===== config.mk =====
export PLATFORM = sky130hd
export DESIGN_NAME = bsp_port_ab
export DESIGN_NICKNAME = d
export VERILOG_FILES = /design/src/bsp_pkg.sv /design/src/bsp_pin_sync.sv /design/src/bsp_port_lane.sv /design/src/bsp_port_ab.sv
export VERILOG_INCLUDE_DIRS = /design/src /design/src/src
export SDC_FILE = /design/constraint.sdc
export NUM_CORES = 1
export LEC_CHECK = 0
export ABC_AREA = 1
export BUFFER_PORTS_ARGS = -buffer_cell sky130_fd_sc_hd__buf_2
export CAP_MARGIN = 25
export CORE_ASPECT_RATIO = 0.5
export CORE_MARGIN = 4
export CORE_UTILIZATION = 50
export DETAILED_ROUTE_END_ITERATION = 8
export PLACE_DENSITY = 0.86
export SYNTH_ARGS = -nofsm -noshare
export SYNTH_HDL_FRONTEND = slang
export SYNTH_SLANG_ARGS = --single-unit

===== constraint.sdc =====
create_clock -name hclk -period 3.3 [get_ports hclk]
set_clock_uncertainty 0.1 [all_clocks]
set_input_delay 0.99 -clock hclk [delete_from_list [all_inputs] [get_ports hclk]]
set_output_delay 0.99 -clock hclk [all_outputs]
set_load 0.005 [all_outputs]

===== src/bsp_defines.svh =====
// Constants for the shared bus port block
`ifndef BSP_DEFINES_SVH
`define BSP_DEFINES_SVH

`define BSP_OFF_UPPER_DATA  12'h000
`define BSP_OFF_LOWER_DATA  12'h004
`define BSP_OFF_UPPER_DIR   12'h008
`define BSP_OFF_LOWER_DIR   12'h00C
`define BSP_OFF_RSVD_FIRST  12'h010
`define BSP_OFF_RSVD_LAST   12'h01C
`define BSP_OFF_MODE        12'h020
`define BSP_OFF_STATUS      12'h024
`define BSP_ADDR_BITS       12
`define BSP_PORT_RESET      8'h00
`define BSP_DIR_RESET       8'h00
`define BSP_MODE_RESET      3'h0
`define BSP_MODE_WIDTH      3
`define BSP_HTRANS_NONSEQ   2'h2
`define BSP_HTRANS_SEQ      2'h3
`define BSP_HSIZE_WORD      3'h2

`endif


===== src/bsp_pkg.sv =====
// Types for the shared bus port block
package bsp_pkg;
    typedef enum logic [2:0] {
        BSP_SINGLE_CHIP,
        BSP_EXP_NARROW,
        BSP_EXP_WIDE,
        BSP_EMU_NARROW,
        BSP_EMU_WIDE,
        BSP_PERIPHERAL
    } bsp_mode_t;

    typedef struct packed {
        logic [7:0] out;
        logic [7:0] oe_n;
    } bsp_pin_drive_t;

    typedef struct packed {
        logic [15:0] addr;
        logic [15:0] wdata;
        logic        addr_phase;
        logic        wide;
        logic        drive_data;
    } bsp_ext_bus_t;

    typedef struct packed {
        logic        valid;
        logic        write;
        logic [7:0]  addr;
        logic [31:0] wdata;
    } bsp_echo_t;
endpackage


===== src/bsp_pin_sync.sv =====
// Three-stage pin synchroniser, a change counted once stages two and three agree
`timescale 1ns/100ps
`include "bsp_defines.svh"
module bsp_pin_sync #(
    parameter int WIDTH = 8
) (
    input  wire logic             hclk,
    input  wire logic             hresetn,
    input  wire logic             clk_en,
    input  wire logic [WIDTH-1:0] pin_in,
    output logic      [WIDTH-1:0] pin_level
);
    logic [WIDTH-1:0] stage1;
    logic [WIDTH-1:0] stage2;
    logic [WIDTH-1:0] stage3;

    always_ff @(posedge hclk or negedge hresetn) begin
        if (!hresetn) begin
            stage1 <= '0;
            stage2 <= '0;
            stage3 <= '0;
        end else if (clk_en) begin
            stage1 <= pin_in;
            stage2 <= stage1;
            stage3 <= stage2;
        end
    end

    always_ff @(posedge hclk or negedge hresetn) begin
        if (!hresetn) begin
            pin_level <= '0;
        end else if (clk_en) begin
            for (int i = 0; i < WIDTH; i++) begin
                if (stage2[i] == stage3[i]) begin
                    pin_level[i] <= stage3[i];
                end
            end
        end
    end
endmodule


===== src/bsp_port_lane.sv =====
// One 8-bit port lane: data and direction state, pin drive and read mux
`timescale 1ns/100ps
`include "bsp_defines.svh"
module bsp_port_lane #(
    parameter int WIDTH = 8
) (
    input  wire logic             hclk,
    input  wire logic             hresetn,
    input  wire logic             clk_en,
    input  wire logic             gpio_mode,
    input  wire logic             data_we,
    input  wire logic             dir_we,
    input  wire logic [WIDTH-1:0] wdata,
    input  wire logic [WIDTH-1:0] pin_level,
    input  wire logic [WIDTH-1:0] bus_out,
    input  wire logic             bus_drive,
    output logic      [WIDTH-1:0] data_q,
    output logic      [WIDTH-1:0] dir_q,
    output logic      [WIDTH-1:0] read_value,
    output logic      [WIDTH-1:0] pin_out,
    output logic      [WIDTH-1:0] pin_oe_n
);
    always_ff @(posedge hclk or negedge hresetn) begin
        if (!hresetn) begin
            data_q <= `BSP_PORT_RESET;                        // [RQ14]
        end else if (clk_en && data_we) begin
            data_q <= wdata;                                  // [RQ9]
        end
    end

    always_ff @(posedge hclk or negedge hresetn) begin
        if (!hresetn) begin
            dir_q <= `BSP_DIR_RESET;                          // [RQ8]
        end else if (clk_en && dir_we) begin
            dir_q <= wdata;                                   // [RQ9]
        end
    end

    // Pin level for inputs, stored bit for outputs
    always_comb begin
        read_value = (dir_q & data_q) | (~dir_q & pin_level); // [RQ5]
    end

    // Bus function overrides direction bits outside GPIO use
    always_comb begin
        if (gpio_mode) begin
            pin_out  = data_q;                                // [RQ3]
            pin_oe_n = ~dir_q;                                // [RQ4] [RQ6]
        end else begin
            pin_out  = bus_out;                               // [RQ6]
            pin_oe_n = {WIDTH{~bus_drive}};
        end
    end
endmodule


===== src/bsp_port_ab.sv =====
// Two shared address/data ports with AHB-Lite register access
//
// Operation
// (RQ1) Upper port carries A15..A8 and upper data
// (RQ2) Lower port carries A7..A0 and D7..D0
// (RQ3) Single chip: pins are general-purpose I/O
// (RQ4) Direction 1 drives, 0 is high-impedance input
// (RQ5) Read: pin level if input, register if output
// (RQ6) Direction bits apply only in GPIO use
// (RQ7) Expanded/peripheral: registers leave map, echoed out
// (RQ8) Direction registers reset to zero
// (RQ9) Registers read/write anytime while mapped
// (RQ10) Unused locations and bits read zero
// (RQ11) Reserved writes change nothing
// (RQ12) Peripheral mode: reserved locations unmapped
// (RQ13) Software waits one cycle after direction write
// (RQ14) Port data registers reset to zero
// (RQ15) Narrow: upper muxes address/data, lower address only; code does this in expanded narrow only, emulation narrow uses the wide mapping
`timescale 1ns/100ps
`include "bsp_defines.svh"
module bsp_port_ab (
    input  wire logic                  hclk,
    input  wire logic                  hresetn,
    input  wire logic                  clk_en,
    input  wire logic                  hsel,
    input  wire logic [31:0]           haddr,
    input  wire logic [1:0]            htrans,
    input  wire logic                  hwrite,
    input  wire logic [2:0]            hsize,
    input  wire logic [31:0]           hwdata,
    input  wire logic                  hready,
    output logic      [31:0]           hrdata,
    output logic                       hreadyout,
    output logic                       hresp,
    input  wire logic [15:0]           ext_addr,
    input  wire logic [15:0]           ext_wdata,
    input  wire logic                  ext_addr_phase,
    input  wire logic                  ext_drive_data,
    output logic      [15:0]           ext_rdata,
    input  wire logic [7:0]            upper_port_pin_in,
    output bsp_pkg::bsp_pin_drive_t    upper_port_drive,
    input  wire logic [7:0]            lower_port_pin_in,
    output bsp_pkg::bsp_pin_drive_t    lower_port_drive,
    output bsp_pkg::bsp_echo_t         echo,
    output bsp_pkg::bsp_mode_t         mode
);
    import bsp_pkg::*;

    logic                  req_valid;
    logic                  pend;
    logic                  pend_write;
    logic [`BSP_ADDR_BITS-1:0] pend_addr;
    logic                  in_map;
    logic [7:0]            upper_level;
    logic [7:0]            lower_level;
    logic [7:0]            upper_data;
    logic [7:0]            lower_data;
    logic [7:0]            upper_dir;
    logic [7:0]            lower_dir;
    logic [7:0]            upper_read;
    logic [7:0]            lower_read;
    logic [7:0]            upper_bus_out;
    logic [7:0]            lower_bus_out;
    logic                  upper_bus_drive;
    logic                  lower_bus_drive;
    logic                  gpio_mode;
    logic                  wr_now;
    logic [7:0]            wbyte;
    logic [31:0]           next_rdata;
    logic [7:0]            pin_sync_upper_level;

    // Port registers exist in the map only in single-chip operation
    function automatic logic regs_mapped(input bsp_mode_t m);
        return m == BSP_SINGLE_CHIP;                          // [RQ7]
    endfunction

    function automatic logic rsvd_hit(input logic [`BSP_ADDR_BITS-1:0] a);
        return a >= `BSP_OFF_RSVD_FIRST && a <= `BSP_OFF_RSVD_LAST;
    endfunction

    assign req_valid = hsel && hready && htrans[1];
    assign hreadyout = 1'b1;
    assign hresp     = 1'b0;
    assign gpio_mode = regs_mapped(mode);                     // [RQ3] [RQ6]
    assign wbyte     = hwdata[7:0];
    assign wr_now    = pend && pend_write;

    always_ff @(posedge hclk or negedge hresetn) begin
        if (!hresetn) begin
            pend       <= 1'b0;
            pend_write <= 1'b0;
            pend_addr  <= '0;
        end else if (clk_en) begin
            pend       <= req_valid;
            pend_write <= req_valid && hwrite;
            pend_addr  <= haddr[`BSP_ADDR_BITS-1:0];
        end
    end

    // Which locations answer on chip in the present mode
    always_comb begin
        unique case (pend_addr)
            `BSP_OFF_UPPER_DATA, `BSP_OFF_LOWER_DATA,
            `BSP_OFF_UPPER_DIR,  `BSP_OFF_LOWER_DIR: in_map = regs_mapped(mode); // [RQ7]
            default: in_map = rsvd_hit(pend_addr) ? (mode != BSP_PERIPHERAL) : 1'b1; // [RQ12]
        endcase
    end

    always_ff @(posedge hclk or negedge hresetn) begin
        if (!hresetn) begin
            mode <= bsp_mode_t'(`BSP_MODE_RESET);
        end else if (clk_en && wr_now && pend_addr == `BSP_OFF_MODE) begin
            if (hwdata[`BSP_MODE_WIDTH-1:0] <= BSP_PERIPHERAL) begin
                mode <= bsp_mode_t'(hwdata[`BSP_MODE_WIDTH-1:0]);
            end
        end
    end

    // Accesses to unmapped port locations are echoed to the external bus
    always_ff @(posedge hclk or negedge hresetn) begin
        if (!hresetn) begin
            echo <= '0;
        end else if (clk_en) begin
            echo.valid <= pend && !in_map;                    // [RQ7]
            echo.write <= pend_write;
            echo.addr  <= pend_addr[7:0];
            echo.wdata <= hwdata;
        end
    end

    bsp_pin_sync #(.WIDTH(8)) u_sync_upper (
        .hclk      (hclk),
        .hresetn   (hresetn),
        .clk_en    (clk_en),
        .pin_in    (upper_port_pin_in),
        .pin_level (pin_sync_upper_level)
    );

    bsp_pin_sync #(.WIDTH(8)) u_sync_lower (
        .hclk      (hclk),
        .hresetn   (hresetn),
        .clk_en    (clk_en),
        .pin_in    (lower_port_pin_in),
        .pin_level (lower_level)
    );

    assign upper_level = pin_sync_upper_level;

    // Bus function pin mapping
    always_comb begin
        upper_bus_out   = ext_addr[15:8];                     // [RQ1]
        lower_bus_out   = ext_addr[7:0];                      // [RQ2]
        upper_bus_drive = 1'b1;
        lower_bus_drive = 1'b1;
        unique case (mode)
            BSP_EXP_NARROW: begin
                // Upper carries address then the low data byte, ext_wdata[7:0]
                if (!ext_addr_phase) begin
                    upper_bus_out   = ext_wdata[7:0];         // [RQ15]
                    upper_bus_drive = ext_drive_data;
                end
            end
            BSP_SINGLE_CHIP: begin
                upper_bus_drive = 1'b0;
                lower_bus_drive = 1'b0;
            end
            default: begin
                if (!ext_addr_phase) begin
                    upper_bus_out   = ext_wdata[15:8];        // [RQ1]
                    lower_bus_out   = ext_wdata[7:0];         // [RQ2]
                    upper_bus_drive = ext_drive_data;
                    lower_bus_drive = ext_drive_data;
                end
            end
        endcase
    end

    // Lower port holds address only in expanded narrow mode
    assign ext_rdata = (mode == BSP_EXP_NARROW) ? {upper_level, upper_level}
                                                : {upper_level, lower_level}; // [RQ15]

    bsp_port_lane #(.WIDTH(8)) u_upper (
        .hclk       (hclk),
        .hresetn    (hresetn),
        .clk_en     (clk_en),
        .gpio_mode  (gpio_mode),
        .data_we    (wr_now && in_map && pend_addr == `BSP_OFF_UPPER_DATA), // [RQ9]
        .dir_we     (wr_now && in_map && pend_addr == `BSP_OFF_UPPER_DIR),
        .wdata      (wbyte),
        .pin_level  (upper_level),
        .bus_out    (upper_bus_out),
        .bus_drive  (upper_bus_drive),
        .data_q     (upper_data),
        .dir_q      (upper_dir),
        .read_value (upper_read),
        .pin_out    (upper_port_drive.out),
        .pin_oe_n   (upper_port_drive.oe_n)
    );

    bsp_port_lane #(.WIDTH(8)) u_lower (
        .hclk       (hclk),
        .hresetn    (hresetn),
        .clk_en     (clk_en),
        .gpio_mode  (gpio_mode),
        .data_we    (wr_now && in_map && pend_addr == `BSP_OFF_LOWER_DATA), // [RQ9]
        .dir_we     (wr_now && in_map && pend_addr == `BSP_OFF_LOWER_DIR),
        .wdata      (wbyte),
        .pin_level  (lower_level),
        .bus_out    (lower_bus_out),
        .bus_drive  (lower_bus_drive),
        .data_q     (lower_data),
        .dir_q      (lower_dir),
        .read_value (lower_read),
        .pin_out    (lower_port_drive.out),
        .pin_oe_n   (lower_port_drive.oe_n)
    );

    // Read data; reserved and unmapped words read zero, writes there do nothing
    always_comb begin
        next_rdata = '0;                                      // [RQ10] [RQ11]
        if (req_valid && !hwrite) begin
            unique case (haddr[`BSP_ADDR_BITS-1:0])
                `BSP_OFF_UPPER_DATA: next_rdata[7:0] = regs_mapped(mode) ? upper_read : 8'h00; // [RQ5]
                `BSP_OFF_LOWER_DATA: next_rdata[7:0] = regs_mapped(mode) ? lower_read : 8'h00;
                `BSP_OFF_UPPER_DIR:  next_rdata[7:0] = regs_mapped(mode) ? upper_dir : 8'h00;
                `BSP_OFF_LOWER_DIR:  next_rdata[7:0] = regs_mapped(mode) ? lower_dir : 8'h00;
                `BSP_OFF_MODE:       next_rdata[`BSP_MODE_WIDTH-1:0] = mode;
                `BSP_OFF_STATUS:     next_rdata[15:0] = {upper_level, lower_level};
                default:             next_rdata = '0;         // [RQ10]
            endcase
        end
    end

    always_ff @(posedge hclk or negedge hresetn) begin
        if (!hresetn) begin
            hrdata <= '0;
        end else if (clk_en) begin
            hrdata <= next_rdata;
        end
    end
endmodule


# Word-level counts from Yosys, hierarchy flattened
# Index checks and enable logic that the tools add are counted.
# word_totals
elab_cells	139
in_bits	125
ff_bits	187
output_inout_bits	127
# classes
n_mux	23
n_eq_ne	27
n_lt_le_gt_ge	3
n_bitwise	10
n_reduce_logical	41
# op_table
operator	n
8-bit 2-to-1 mux	15
12-bit by 4-bit equality test with 1-bit output (second input constant)	4
12-bit by 6-bit equality test with 1-bit output (second input constant)	3
2-bit AND reduction	17
8-bit AND	4
5-bit case mux with 5 select lines	1
12-bit by 3-bit equality test with 1-bit output (second input constant)	2
12-bit logical NOT	2
1-bit logical AND	18
3-bit case mux with 6 select lines	1
1-bit equality test	16
16-bit 2-to-1 mux	1
8-bit NOT	2
8-bit OR	2
12-bit by 5-bit >= comparator with 1-bit output (second input constant)	1
12-bit by 5-bit less-or-equal comparator with 1-bit output (second input constant)	1
1-bit 2-to-1 mux	4
4-bit OR reduction	1
3-bit by 1-bit equality test with 1-bit output (second input constant)	1
3-bit less-or-equal comparator (second input constant)	1
3-bit logical NOT	1
3-bit != test (second input constant)	1
1-bit logical NOT	2
1-bit NOT	2
1-bit case mux with 2 select lines	1

# Logic depth before layout (Yosys ltp)
# Gate-level depths: netlist of the first run.
# depth
depth_word	7
ltp_mapped	11
depth_no_buf	10

# Cells and area by module
# Synthesis of the first run repeated with hierarchy kept, for this count alone.
# unflattened
cells_unflattened	1205
area_unflattened_um2	8846.0
# by_module_without_submodules
module	cells_each	area_per_inst_um2	instances	seq_area_each_um2
bsp_port_ab	577	4154.0	1	1876.8
bsp_pin_sync	167	1392.6	2	800.8
bsp_port_lane	147	953.4	2	400.4

# Worst setup path before layout of the first run
# No wires, ideal clock.
# synth_path
path_type	input-to-output
start	in ext_addr_phase
end	out lower_port_drive[14] (netlist name)
cell_stages	4
n_path_buf	1
arrival_time_ps	1685
setup_slack_ps	525
required_ps	2210
path_cell_list	clkbuf_1 -> nor2_1 -> a221oi_1 -> nor2_1
# synth_rtl
item	line	source
start, declared	bsp_port_ab.sv:37	input wire logic ext_addr_phase,
end, declared	bsp_port_ab.sv:43	output bsp_pkg::bsp_pin_drive_t lower_port_drive,

==> flow_summary.html, run 1 <==
<table>
<tr><th>Metric</th><th>Value</th></tr>
<tr><th colspan="2">Layout</th></tr>
<tr><td>Post-route cell area</td><td>approximately 0.010 mm^2</td></tr>
<tr><td>Share of cells above drive strength 1</td><td>22.0%</td></tr>
<tr><td>Area growth from synthesis to layout</td><td>22.1%</td></tr>
<tr><td>Final Core Density</td><td>62.2%</td></tr>
<tr><td>Antenna diode count</td><td>0</td></tr>
<tr><td>Net count of the finished layout</td><td>approximately 1.4k</td></tr>
<tr><td>Layout Cells excl Fill</td><td>about 1.5k</td></tr>
<tr><th colspan="2">Outcome</th></tr>
<tr><td>Status</td><td>finished, final reports clean</td></tr>
<tr><th colspan="2">STA</th></tr>
<tr><td>Tcrit/Tclk final</td><td>a little over nine tenths</td></tr>
<tr><td>Worst slew pin tran</td><td>between 800 and 900 ps</td></tr>
<tr><td>Period minus WS final</td><td>about 3300 ps</td></tr>
<tr><td>Minimum setup slack in the final design</td><td>roughly 35 ps</td></tr>
<tr><td>Peak Freq</td><td>0.306 GHz</td></tr>
<tr><td>Worst slew margin</td><td>roughly two fifths</td></tr>
<tr><td>Number of hold violations in the final report</td><td>0</td></tr>
<tr><td>Final-layout setup total negative slack</td><td>0 ps</td></tr>
<tr><td>Final setup violation count</td><td>0</td></tr>
<tr><td>Final-layout worst hold slack</td><td>367 ps</td></tr>
<tr><td>Count of pins over their slew limit</td><td>0</td></tr>
<tr><th colspan="2">Synthesis</th></tr>
<tr><td>Main combinational cell family by area after synthesis</td><td>simple AND/OR/NAND/NOR gates</td></tr>
<tr><td>Sequential share of the synthesized area</td><td>51.4%</td></tr>
<tr><td>Area share of and/or/nand/nor cells after synthesis</td><td>28.0%</td></tr>
<tr><td>Area fraction in compound gates after synthesis</td><td>11.5%</td></tr>
<tr><td>Number of standard cells after synthesis</td><td>1076</td></tr>
<tr><td>Synth Warn #</td><td>0</td></tr>
<tr><td>Average cell area after synthesis</td><td>roughly 7.7 um^2</td></tr>
<tr><td>Count of unique library cells instantiated by Yosys</td><td>31</td></tr>
<tr><td>Area share of fa/ha/maj cells after synthesis</td><td>0%</td></tr>
<tr><td>Mux contribution to synthesized area</td><td>0%</td></tr>
<tr><td>Netlist area before placement</td><td>about 0.0083 mm^2</td></tr>
<tr><td>Number of synthesized register bits</td><td>171</td></tr>
<tr><td>Parity-gate share of the synthesized area counting xor and xnor cells</td><td>0%</td></tr>
<tr><th colspan="2">Clock network</th></tr>
<tr><td>Clock input transition at the sequential cells of the worst setup and hold paths</td><td>70 ps</td></tr>
<tr><td>CTS Sinks</td><td>171</td></tr>
<tr><td>CTS tree</td><td>done</td></tr>
<tr><td>Root Driver</td><td>sky130_fd_sc_hd__clkbuf_16</td></tr>
<tr><td>CTS Buf Count</td><td>17</td></tr>
<tr><td>Maximum buffer depth of the clock tree</td><td>2</td></tr>
<tr><td>Clock insertion delay at the later pin of the skew report</td><td>~430 ps</td></tr>
<tr><td>Maximum level of the CTS H-tree</td><td>4</td></tr>
<tr><td>Hold Buf Count CTS</td><td>0</td></tr>
<tr><th colspan="2">GRT</th></tr>
<tr><td>Initial antenna violation count</td><td>0</td></tr>
<tr><td>Via count of the first global-routing pass</td><td>7508</td></tr>
<tr><td>Pin count of the biggest net entering global routing</td><td>~100</td></tr>
<tr><td>Total routing usage reported by global routing</td><td>roughly 25%</td></tr>
<tr><td>Grt total ovfl</td><td>0</td></tr>
<tr><td>Wire length of the first global-routing pass</td><td>around 38000 um</td></tr>
<tr><th colspan="2">Floorplan</th></tr>
<tr><td>Full die area</td><td>0.0189 mm^2</td></tr>
<tr><td>Number of placement rows</td><td>33</td></tr>
<tr><td>Die boundary height</td><td>99.2 um</td></tr>
<tr><td>Count of boundary I/O pins</td><td>about 250</td></tr>
<tr><td>Initial core utilization</td><td>50.9%</td></tr>
<tr><td>Core ar.</td><td>0.0164 mm^2</td></tr>
<tr><td>Width of the chip</td><td>about 190 um</td></tr>
<tr><th colspan="2">Place</th></tr>
<tr><td>Final HPWL from detailed placement</td><td>about 18000 um</td></tr>
<tr><td>Weighted congestion at the end of routability-driven global placement</td><td>between 0.9 and 1</td></tr>
<tr><td>Worst slack, placed</td><td>~230 ps</td></tr>
<tr><td>Placed Cells</td><td>approximately 1.5k</td></tr>
<tr><td>Post-detailed-placement cell area</td><td>around 0.0095 mm^2</td></tr>
<tr><td>Number of I/O port buffers</td><td>around 210</td></tr>
<tr><th colspan="2">Detailed routing</th></tr>
<tr><td>DRC violation count after routing</td><td>0</td></tr>
<tr><td>Post-DR wirelength/cell</td><td>16.2 um</td></tr>
<tr><td>DRT antenna net count</td><td>0</td></tr>
<tr><td>DR iter-0 viols</td><td>about 950</td></tr>
<tr><td>Total length of routed wires</td><td>24600 um</td></tr>
<tr><td>Number of detailed-route iterations in the first pass</td><td>7</td></tr>
<tr><td>Via count</td><td>7913</td></tr>
<tr><td>Via density per instance</td><td>5.22</td></tr>
<tr><th colspan="2">Flow run</th></tr>
<tr><td>MaxCap Viol Count</td><td>0</td></tr>
<tr><th colspan="2">Power</th></tr>
<tr><td>Pleak</td><td>around 5.5 nW</td></tr>
<tr><td>Peak supply drop</td><td>0.331 mV</td></tr>
<tr><td>Total power</td><td>just under 5 mW</td></tr>
<tr><td>Power density cells</td><td>between 400 and 500 mW/mm^2</td></tr>
<tr><th colspan="2">Worst setup path</th></tr>
<tr><td>Crit. End Element</td><td>output port</td></tr>
<tr><td>CP arrival</td><td>~2200 ps</td></tr>
<tr><td>Startpoint class of the critical path</td><td>flop</td></tr>
<tr><td>Setup Crit Path Kind</td><td>reg -&gt; out</td></tr>
<tr><td>Data required time at the worst endpoint</td><td>about 2200 ps</td></tr>
<tr><td>Largest fanout on the critical path</td><td>14</td></tr>
<tr><th colspan="2">Min path</th></tr>
<tr><td>Class of the worst hold path</td><td>reg -&gt; reg</td></tr>
</table>
==> sequential cells by signal, summed over array words and instances (netlist names) <==
signal and count:
u_sync_lower.stage1 8, u_sync_upper.stage2 8, pend_addr 12, echo 42, u_sync_upper.pin_level 8, u_lower.data_q 8, u_lower.dir_q 8, pend_write 1
u_sync_lower.pin_level 8, u_sync_upper.stage3 8, u_upper.dir_q 8, hrdata 16, u_upper.data_q 8, u_sync_lower.stage2 8, u_sync_lower.stage3 8, pend 1
mode 3, u_sync_upper.stage1 8
==> synth_stat cells <==
master / instances / share of area, %
sky130_fd_sc_hd__buf_1: 4 / 0.18
sky130_fd_sc_hd__buf_4: 18 / 1.6
sky130_fd_sc_hd__nor3_1: 21 / 1.3
sky130_fd_sc_hd__clkinv_1: 4 / 0.18
sky130_fd_sc_hd__nor2_4: 5 / 0.68
sky130_fd_sc_hd__a22oi_1: 1 / 0.090
sky130_fd_sc_hd__inv_1: 104 / 4.7
sky130_fd_sc_hd__buf_6: 2 / 0.27
sky130_fd_sc_hd__nor2_1: 104 / 4.7
sky130_fd_sc_hd__inv_2: 2 / 0.090
sky130_fd_sc_hd__nand2_4: 1 / 0.14
sky130_fd_sc_hd__nor2_2: 3 / 0.23
sky130_fd_sc_hd__nand3_2: 2 / 0.24
sky130_fd_sc_hd__a21oi_1: 28 / 1.7
sky130_fd_sc_hd__dfrtp_1: 171 / 51
sky130_fd_sc_hd__nand4_2: 2 / 0.30
sky130_fd_sc_hd__nand4_1: 3 / 0.23
sky130_fd_sc_hd__a32oi_1: 7 / 0.74
sky130_fd_sc_hd__buf_8: 1 / 0.18
sky130_fd_sc_hd__conb_1: 2 / 0.090
sky130_fd_sc_hd__clkbuf_1: 25 / 1.1
sky130_fd_sc_hd__nand3_1: 76 / 4.6
sky130_fd_sc_hd__o211ai_1: 1 / 0.090
sky130_fd_sc_hd__nand3b_1: 1 / 0.090
sky130_fd_sc_hd__a221oi_1: 3 / 0.32
sky130_fd_sc_hd__buf_2: 11 / 0.66
sky130_fd_sc_hd__nand2_1: 340 / 15
sky130_fd_sc_hd__o31ai_1: 8 / 0.72
sky130_fd_sc_hd__o21ai_0: 117 / 7.0
sky130_fd_sc_hd__o21ai_2: 8 / 0.84
sky130_fd_sc_hd__nor2_8: 1 / 0.24
==> worst max-delay path, cell delays in order, from the launching register on <==
cell and delay [ps]:
sky130_fd_sc_hd__dfrtp_1 550, sky130_fd_sc_hd__nor2_4 120, sky130_fd_sc_hd__nand2_4 160, sky130_fd_sc_hd__clkinv_2 180, sky130_fd_sc_hd__buf_4 210, sky130_fd_sc_hd__a221oi_1 310, sky130_fd_sc_hd__nor2_1 90, sky130_fd_sc_hd__buf_2 140
==> what timing repair did <==
| item | CTS | global route |
|---|---|---|
| gates resized for setup | 1 | 1 |
| buffers inserted | 0 | 3 |
| setup endpoints to repair | 4 | 6 |
| pin swaps | 0 | 1 |
==> routing by layer <==
metal / up-vias / share of wire, % / global-route usage [%]
li1: 3797 / - / -
met3: 66 / 8.5 / 5.08
met5: - / 0 / 0
met4: 0 / 3.2 / 10.5
met2: 368 / 47 / 42.4
met1: 3682 / 41 / 32.8
==> kinds of logic (layout without fill, tap and decap cells) <==
| kind of cell | Yosys count | in the layout |
|---|---|---|
| buffers and inverters | 171 | 367 |
| AO/OA/AOI/OAI | 173 | 173 |
| other | 2 | 18 |
| AND/OR/NAND/NOR | 559 | 559 |
| flip-flops | 171 | 171 |
==> where the power goes <==
| group | internal [mW] | switching [mW] |
|---|---|---|
| sequential | 2.24 | 0.110 |
| combinational | 0.195 | 0.331 |
| clock | 1.17 | 0.909 |
| total | 3.61 | 1.35 |
==> final cells by class <==
class / instances / area, um^2
repair buffers: 225 / 1210
clock inverters: 14 / 175
inverters: 110 / 415
multi-input cells: 750 / 3360
flip-flops and latches: 171 / 4280
fillers: 1400 / 6190
well taps: 227 / 284
clock buffers: 18 / 439
==> cell usage in the layout, fill, tap and decap left out, types with 5 or more instances in the layout <==
| cell type | Yosys | final |
|---|---|---|
| sky130_fd_sc_hd__nand2_1 | 340 | 340 |
| sky130_fd_sc_hd__a21oi_1 | 28 | 28 |
| sky130_fd_sc_hd__dfrtp_1 | 171 | 170 |
| sky130_fd_sc_hd__nor2_4 | 5 | 5 |
| sky130_fd_sc_hd__o21ai_0 | 117 | 117 |
| sky130_fd_sc_hd__o31ai_1 | 8 | 8 |
| sky130_fd_sc_hd__o21ai_2 | 8 | 8 |
| sky130_fd_sc_hd__clkbuf_16 | 0 | 17 |
| sky130_fd_sc_hd__a32oi_1 | 7 | 7 |
| sky130_fd_sc_hd__buf_2 | 11 | 207 |
| sky130_fd_sc_hd__inv_6 | 0 | 6 |
| sky130_fd_sc_hd__nor3_1 | 21 | 21 |
| sky130_fd_sc_hd__buf_4 | 18 | 14 |
| sky130_fd_sc_hd__conb_1 | 2 | 18 |
| sky130_fd_sc_hd__nand3_1 | 76 | 76 |
| sky130_fd_sc_hd__inv_1 | 104 | 104 |
| sky130_fd_sc_hd__nor2_1 | 104 | 104 |
==> path summary, 6_finish.rpt <==
| kind | start | end | slack (ps) | depth (start not counted) |
|---|---|---|---|---|
| worst max register to register | mode[2] | u_upper.data_q[2] | 660 | 7 |
| max in group asynchronous | hresetn | u_sync_upper.stage2[0] | 1880 | 2 |
| worst min register to register | echo[27] | echo[27] | 370 | 2 |
| min in group asynchronous | hresetn | echo[11] | 470 | 1 |
| worst min-delay path | echo[27] | echo[27] | 370 | 2 |
| worst max-delay path | mode[2] | lower_port_drive[14] | 30 | 7 |
(Power assumes the default switching activity.)
==> inputs of run 2 (changes only) <==
--- a/config.mk
+++ b/config.mk
@@ -11,9 +11,9 @@
 export CAP_MARGIN = 25
 export CORE_ASPECT_RATIO = 0.5
 export CORE_MARGIN = 4
-export CORE_UTILIZATION = 50
+export CORE_UTILIZATION = 43
 export DETAILED_ROUTE_END_ITERATION = 8
-export PLACE_DENSITY = 0.86
+export PLACE_DENSITY = 0.77
 export SYNTH_ARGS = -nofsm -noshare
 export SYNTH_HDL_FRONTEND = slang
 export SYNTH_SLANG_ARGS = --single-unit
==> run 2 against run 1 <==
Compared with the run above:
- final cell count up 1.9%
- critical path depth shrank 2
- core utilization down 7.9 points
- sequential share of layout area grew 0.078 points
- flip-flop and latch count stayed put
- clock power shrank 5%
- critical endpoint is now lower_port_drive[3]
- fmax is 2.8% higher
==> flow_summary.html, run 2 (synthesis results as in run 1) <==
<table>
<tr><th>Metric</th><th>Value</th></tr>
<tr><th colspan="2">Power</th></tr>
<tr><td>Power density cells</td><td>478 mW/mm^2 (was 488 mW/mm^2)</td></tr>
<tr><td>Part of the total power dissipated in the clock network</td><td>40.7% (was 42.0%)</td></tr>
<tr><td>Pleak</td><td>5.47 nW (was 5.51 nW)</td></tr>
<tr><td>Internal</td><td>3.52 mW (was 3.61 mW)</td></tr>
<tr><td>Sequential fraction of design power</td><td>48.4% (was 47.4%)</td></tr>
<tr><td>Part of the power in combinational logic</td><td>10.8% (was 10.6%)</td></tr>
<tr><td>Peak supply drop</td><td>0.337 mV (was 0.331 mV)</td></tr>
<tr><td>Power spent charging and discharging nets</td><td>1.33 mW (was 1.35 mW)</td></tr>
<tr><td>Net Sw Frac</td><td>27.5% (was 27.2%)</td></tr>
<tr><th colspan="2">STA</th></tr>
<tr><td>Worst slew margin</td><td>61.9% (was 40.0%)</td></tr>
<tr><td>Minimum setup slack in the final design</td><td>125 ps (was 34.9 ps)</td></tr>
<tr><td>Setup repair after global routing missed its margin</td><td>false</td></tr>
<tr><td>Worst slew pin tran</td><td>571 ps (was 900 ps)</td></tr>
<tr><td>Final setup violation count</td><td>0 (unchanged)</td></tr>
<tr><td>Period minus WS final</td><td>3170 ps (was 3270 ps)</td></tr>
<tr><td>Peak Freq</td><td>0.315 GHz (was 0.306 GHz)</td></tr>
<tr><td>Final-layout worst hold slack</td><td>365 ps (was 367 ps)</td></tr>
<tr><td>Number of hold violations in the final report</td><td>0 (unchanged)</td></tr>
<tr><td>Final-layout setup total negative slack</td><td>0 ps (unchanged)</td></tr>
<tr><td>Count of pins over their slew limit</td><td>0 (unchanged)</td></tr>
<tr><td>Tcrit/Tclk final</td><td>96.2% (was 98.9%)</td></tr>
<tr><th colspan="2">Layout</th></tr>
<tr><td>Most common cell after layout, fill and taps aside</td><td>sky130_fd_sc_hd__nand2_1 (unchanged)</td></tr>
<tr><td>Net count of the finished layout</td><td>1397 (was 1400)</td></tr>
<tr><td>Layout Cells excl Fill</td><td>1544 (was 1515)</td></tr>
<tr><td>Register with the most flip-flops</td><td>echo (unchanged)</td></tr>
<tr><td>Max FFs per register</td><td>42 (unchanged)</td></tr>
<tr><td>Antenna diode count</td><td>0 (unchanged)</td></tr>
<tr><td>Area growth from synthesis to layout</td><td>21.9% (was 22.1%)</td></tr>
<tr><td>Most frequent cells in the layout</td><td>sky130_fd_sc_hd__nand2_1 (340), sky130_fd_sc_hd__buf_2 (207), sky130_fd_sc_hd__dfrtp_1 (170) (unchanged)</td></tr>
<tr><td>Leading registers by flop count</td><td>echo x42, hrdata x16, pend_addr x12 (unchanged)</td></tr>
<tr><td>Share of cells above drive strength 1</td><td>21.9% (was 22.0%)</td></tr>
<tr><td>Post-route cell area</td><td>0.0101 mm^2 (was 0.0102 mm^2)</td></tr>
<tr><th colspan="2">Flow run</th></tr>
<tr><td>MaxCap Viol Count</td><td>0 (unchanged)</td></tr>
<tr><th colspan="2">Detailed routing</th></tr>
<tr><td>Via count</td><td>7755 (was 7913)</td></tr>
<tr><td>DRT antenna net count</td><td>0 (unchanged)</td></tr>
<tr><td>Total length of routed wires</td><td>24700 um (was 24600 um)</td></tr>
<tr><td>DR iter-0 viols</td><td>782 (was 945)</td></tr>
<tr><td>DRC violation count after routing</td><td>0 (unchanged)</td></tr>
<tr><td>Number of detailed-route iterations in the first pass</td><td>5 (was 7)</td></tr>
<tr><td>Via density per instance</td><td>5.02 (was 5.22)</td></tr>
<tr><td>Post-DR wirelength/cell</td><td>16.0 um (was 16.2 um)</td></tr>
<tr><th colspan="2">GRT</th></tr>
<tr><td>Wire length of the first global-routing pass</td><td>38800 um (was 37900 um)</td></tr>
<tr><td>Initial antenna violation count</td><td>0 (unchanged)</td></tr>
<tr><td>Grt total ovfl</td><td>0 (unchanged)</td></tr>
<tr><td>Via count of the first global-routing pass</td><td>7357 (was 7508)</td></tr>
<tr><td>Total routing usage reported by global routing</td><td>22.5% (was 25.4%)</td></tr>
<tr><td>Pin count of the biggest net entering global routing</td><td>124 (was 101)</td></tr>
<tr><th colspan="2">Worst setup path</th></tr>
<tr><td>Largest fanout on the critical path</td><td>34 (was 14)</td></tr>
<tr><td>Data required time at the worst endpoint</td><td>2210 ps (about the same)</td></tr>
<tr><td>Setup Crit Path Kind</td><td>reg -&gt; out (unchanged)</td></tr>
<tr><td>Startpoint class of the critical path</td><td>flop (unchanged)</td></tr>
<tr><td>CP arrival</td><td>2080 ps (was 2180 ps)</td></tr>
<tr><td>Flop-to-flop setup slack</td><td>560 ps (was 660 ps)</td></tr>
<tr><td>Crit. End Element</td><td>output port (unchanged)</td></tr>
<tr><th colspan="2">Place</th></tr>
<tr><td>Weighted congestion at the end of routability-driven global placement</td><td>0.895 (was 0.942)</td></tr>
<tr><td>Final HPWL from detailed placement</td><td>18600 um (was 17900 um)</td></tr>
<tr><td>Worst slack, placed</td><td>170 ps (was 235 ps)</td></tr>
<tr><td>Number of I/O port buffers</td><td>209 (unchanged)</td></tr>
<tr><td>Post-detailed-placement cell area</td><td>0.00956 mm^2 (was 0.00952 mm^2)</td></tr>
<tr><td>Placed Cells</td><td>1511 (was 1480)</td></tr>
<tr><th colspan="2">Floorplan</th></tr>
<tr><td>Core ar.</td><td>0.0187 mm^2 (was 0.0164 mm^2)</td></tr>
<tr><td>Number of placement rows</td><td>35 (was 33)</td></tr>
<tr><td>Die boundary height</td><td>106 um (was 99.2 um)</td></tr>
<tr><td>Count of boundary I/O pins</td><td>252 (unchanged)</td></tr>
<tr><td>Full die area</td><td>0.0218 mm^2 (was 0.0189 mm^2)</td></tr>
<tr><td>Initial core utilization</td><td>44.5% (was 50.9%)</td></tr>
<tr><td>Width of the chip</td><td>205 um (was 190 um)</td></tr>
<tr><th colspan="2">Clock network</th></tr>
<tr><td>Clock input transition at the sequential cells of the worst setup and hold paths</td><td>60 ps (was 70 ps)</td></tr>
<tr><td>Root Driver</td><td>sky130_fd_sc_hd__clkbuf_16 (unchanged)</td></tr>
<tr><td>Clock insertion delay at the later pin of the skew report</td><td>420 ps (was 430 ps)</td></tr>
<tr><td>Maximum buffer depth of the clock tree</td><td>2 (unchanged)</td></tr>
<tr><td>CTS tree</td><td>done (unchanged)</td></tr>
<tr><td>Hold Buf Count CTS</td><td>0 (unchanged)</td></tr>
<tr><td>Maximum level of the CTS H-tree</td><td>4 (unchanged)</td></tr>
<tr><td>CTS Buf Count</td><td>17 (unchanged)</td></tr>
<tr><td>CTS Sinks</td><td>171 (unchanged)</td></tr>
<tr><th colspan="2">Outcome</th></tr>
<tr><td>Status</td><td>finished, final reports clean (unchanged)</td></tr>
<tr><th colspan="2">Min path</th></tr>
<tr><td>Class of the worst hold path</td><td>reg -&gt; reg (unchanged)</td></tr>
</table>
## run 2: cell count changes in the layout (fill, tap and decap cells not counted), moves of 2 or more
| cell | change |
|---|---|
| sky130_fd_sc_hd__o21ai_1 | +3 |
| sky130_fd_sc_hd__o21ai_0 | -3 |
| sky130_fd_sc_hd__clkinvlp_4 | +3 |
| sky130_fd_sc_hd__inv_6 | -4 |
| sky130_fd_sc_hd__buf_4 | -3 |
| sky130_fd_sc_hd__clkinv_4 | +2 |
## run 2: area by class of cell
cell class              count  area [um^2]
fillers                  1784         8560
repair buffers            222         1190
well taps                 259          324
clock buffers              19          443
flip-flops and latches    171         4280
multi-input cells         750         3360
clock inverters            13          134
inverters                 110          417
## run 2: worst max-delay path: stages (launching register included)
cell	delay, ps
sky130_fd_sc_hd__dfrtp_1	490
sky130_fd_sc_hd__nor2_4	290
sky130_fd_sc_hd__nand2_4	200
sky130_fd_sc_hd__buf_4	300
sky130_fd_sc_hd__o21ai_0	230
sky130_fd_sc_hd__buf_2	150
## run 2: metrics by stage
stage          power (mW)  utilization (%)
3_3_place_gp         2.89             51.1
6_report             4.85             54.2
5_1_grt              5.07             54.2
3_5_place_dp         2.91             51.1
4_1_cts              4.89             54.2
2_1_floorplan        2.63                -
## run 2: what timing repair did
item | CTS | global route
resized for setup | 1 | 6
endpoints found under the setup margin | 16 | 16
pin swaps | 0 | 1
setup buffers | 0 | 1
## run 2: metal layers
metal  track usage [%]  up-vias  wire length, um
li1                  -     3795                -
met1              31.1     3626            11000
met2              36.4      289            11500
met3              3.29       45             1660
met4              7.93        0              592
met5                 0        -                0
## run 2: final timing paths
path / startpoint / endpoint / cells after the start
worst max-delay path: mode[2] / lower_port_drive[3] / 5
worst max register to register: mode[2] / u_upper.data_q[3] / 7
max in group asynchronous: hresetn / u_upper.dir_q[3] / 2
worst min-delay path: echo[14] / echo[14] / 2
worst min register to register: echo[14] / echo[14] / 2
min in group asynchronous: hresetn / u_sync_lower.stage1[0] / 1
## run 2: power by group through the flow
| stage | Sequential [mW] | Combinational, mW | Clock (mW) |
|---|---|---|---|
| floorplan | 2.36 | 0.269 | 0 |
| global placement | 2.38 | 0.514 | 0 |
| detailed placement | 2.38 | 0.529 | 0 |
| CTS | 2.35 | 0.533 | 2.01 |
| global route | 2.37 | 0.602 | 2.10 |
| finish | 2.35 | 0.526 | 1.98 |
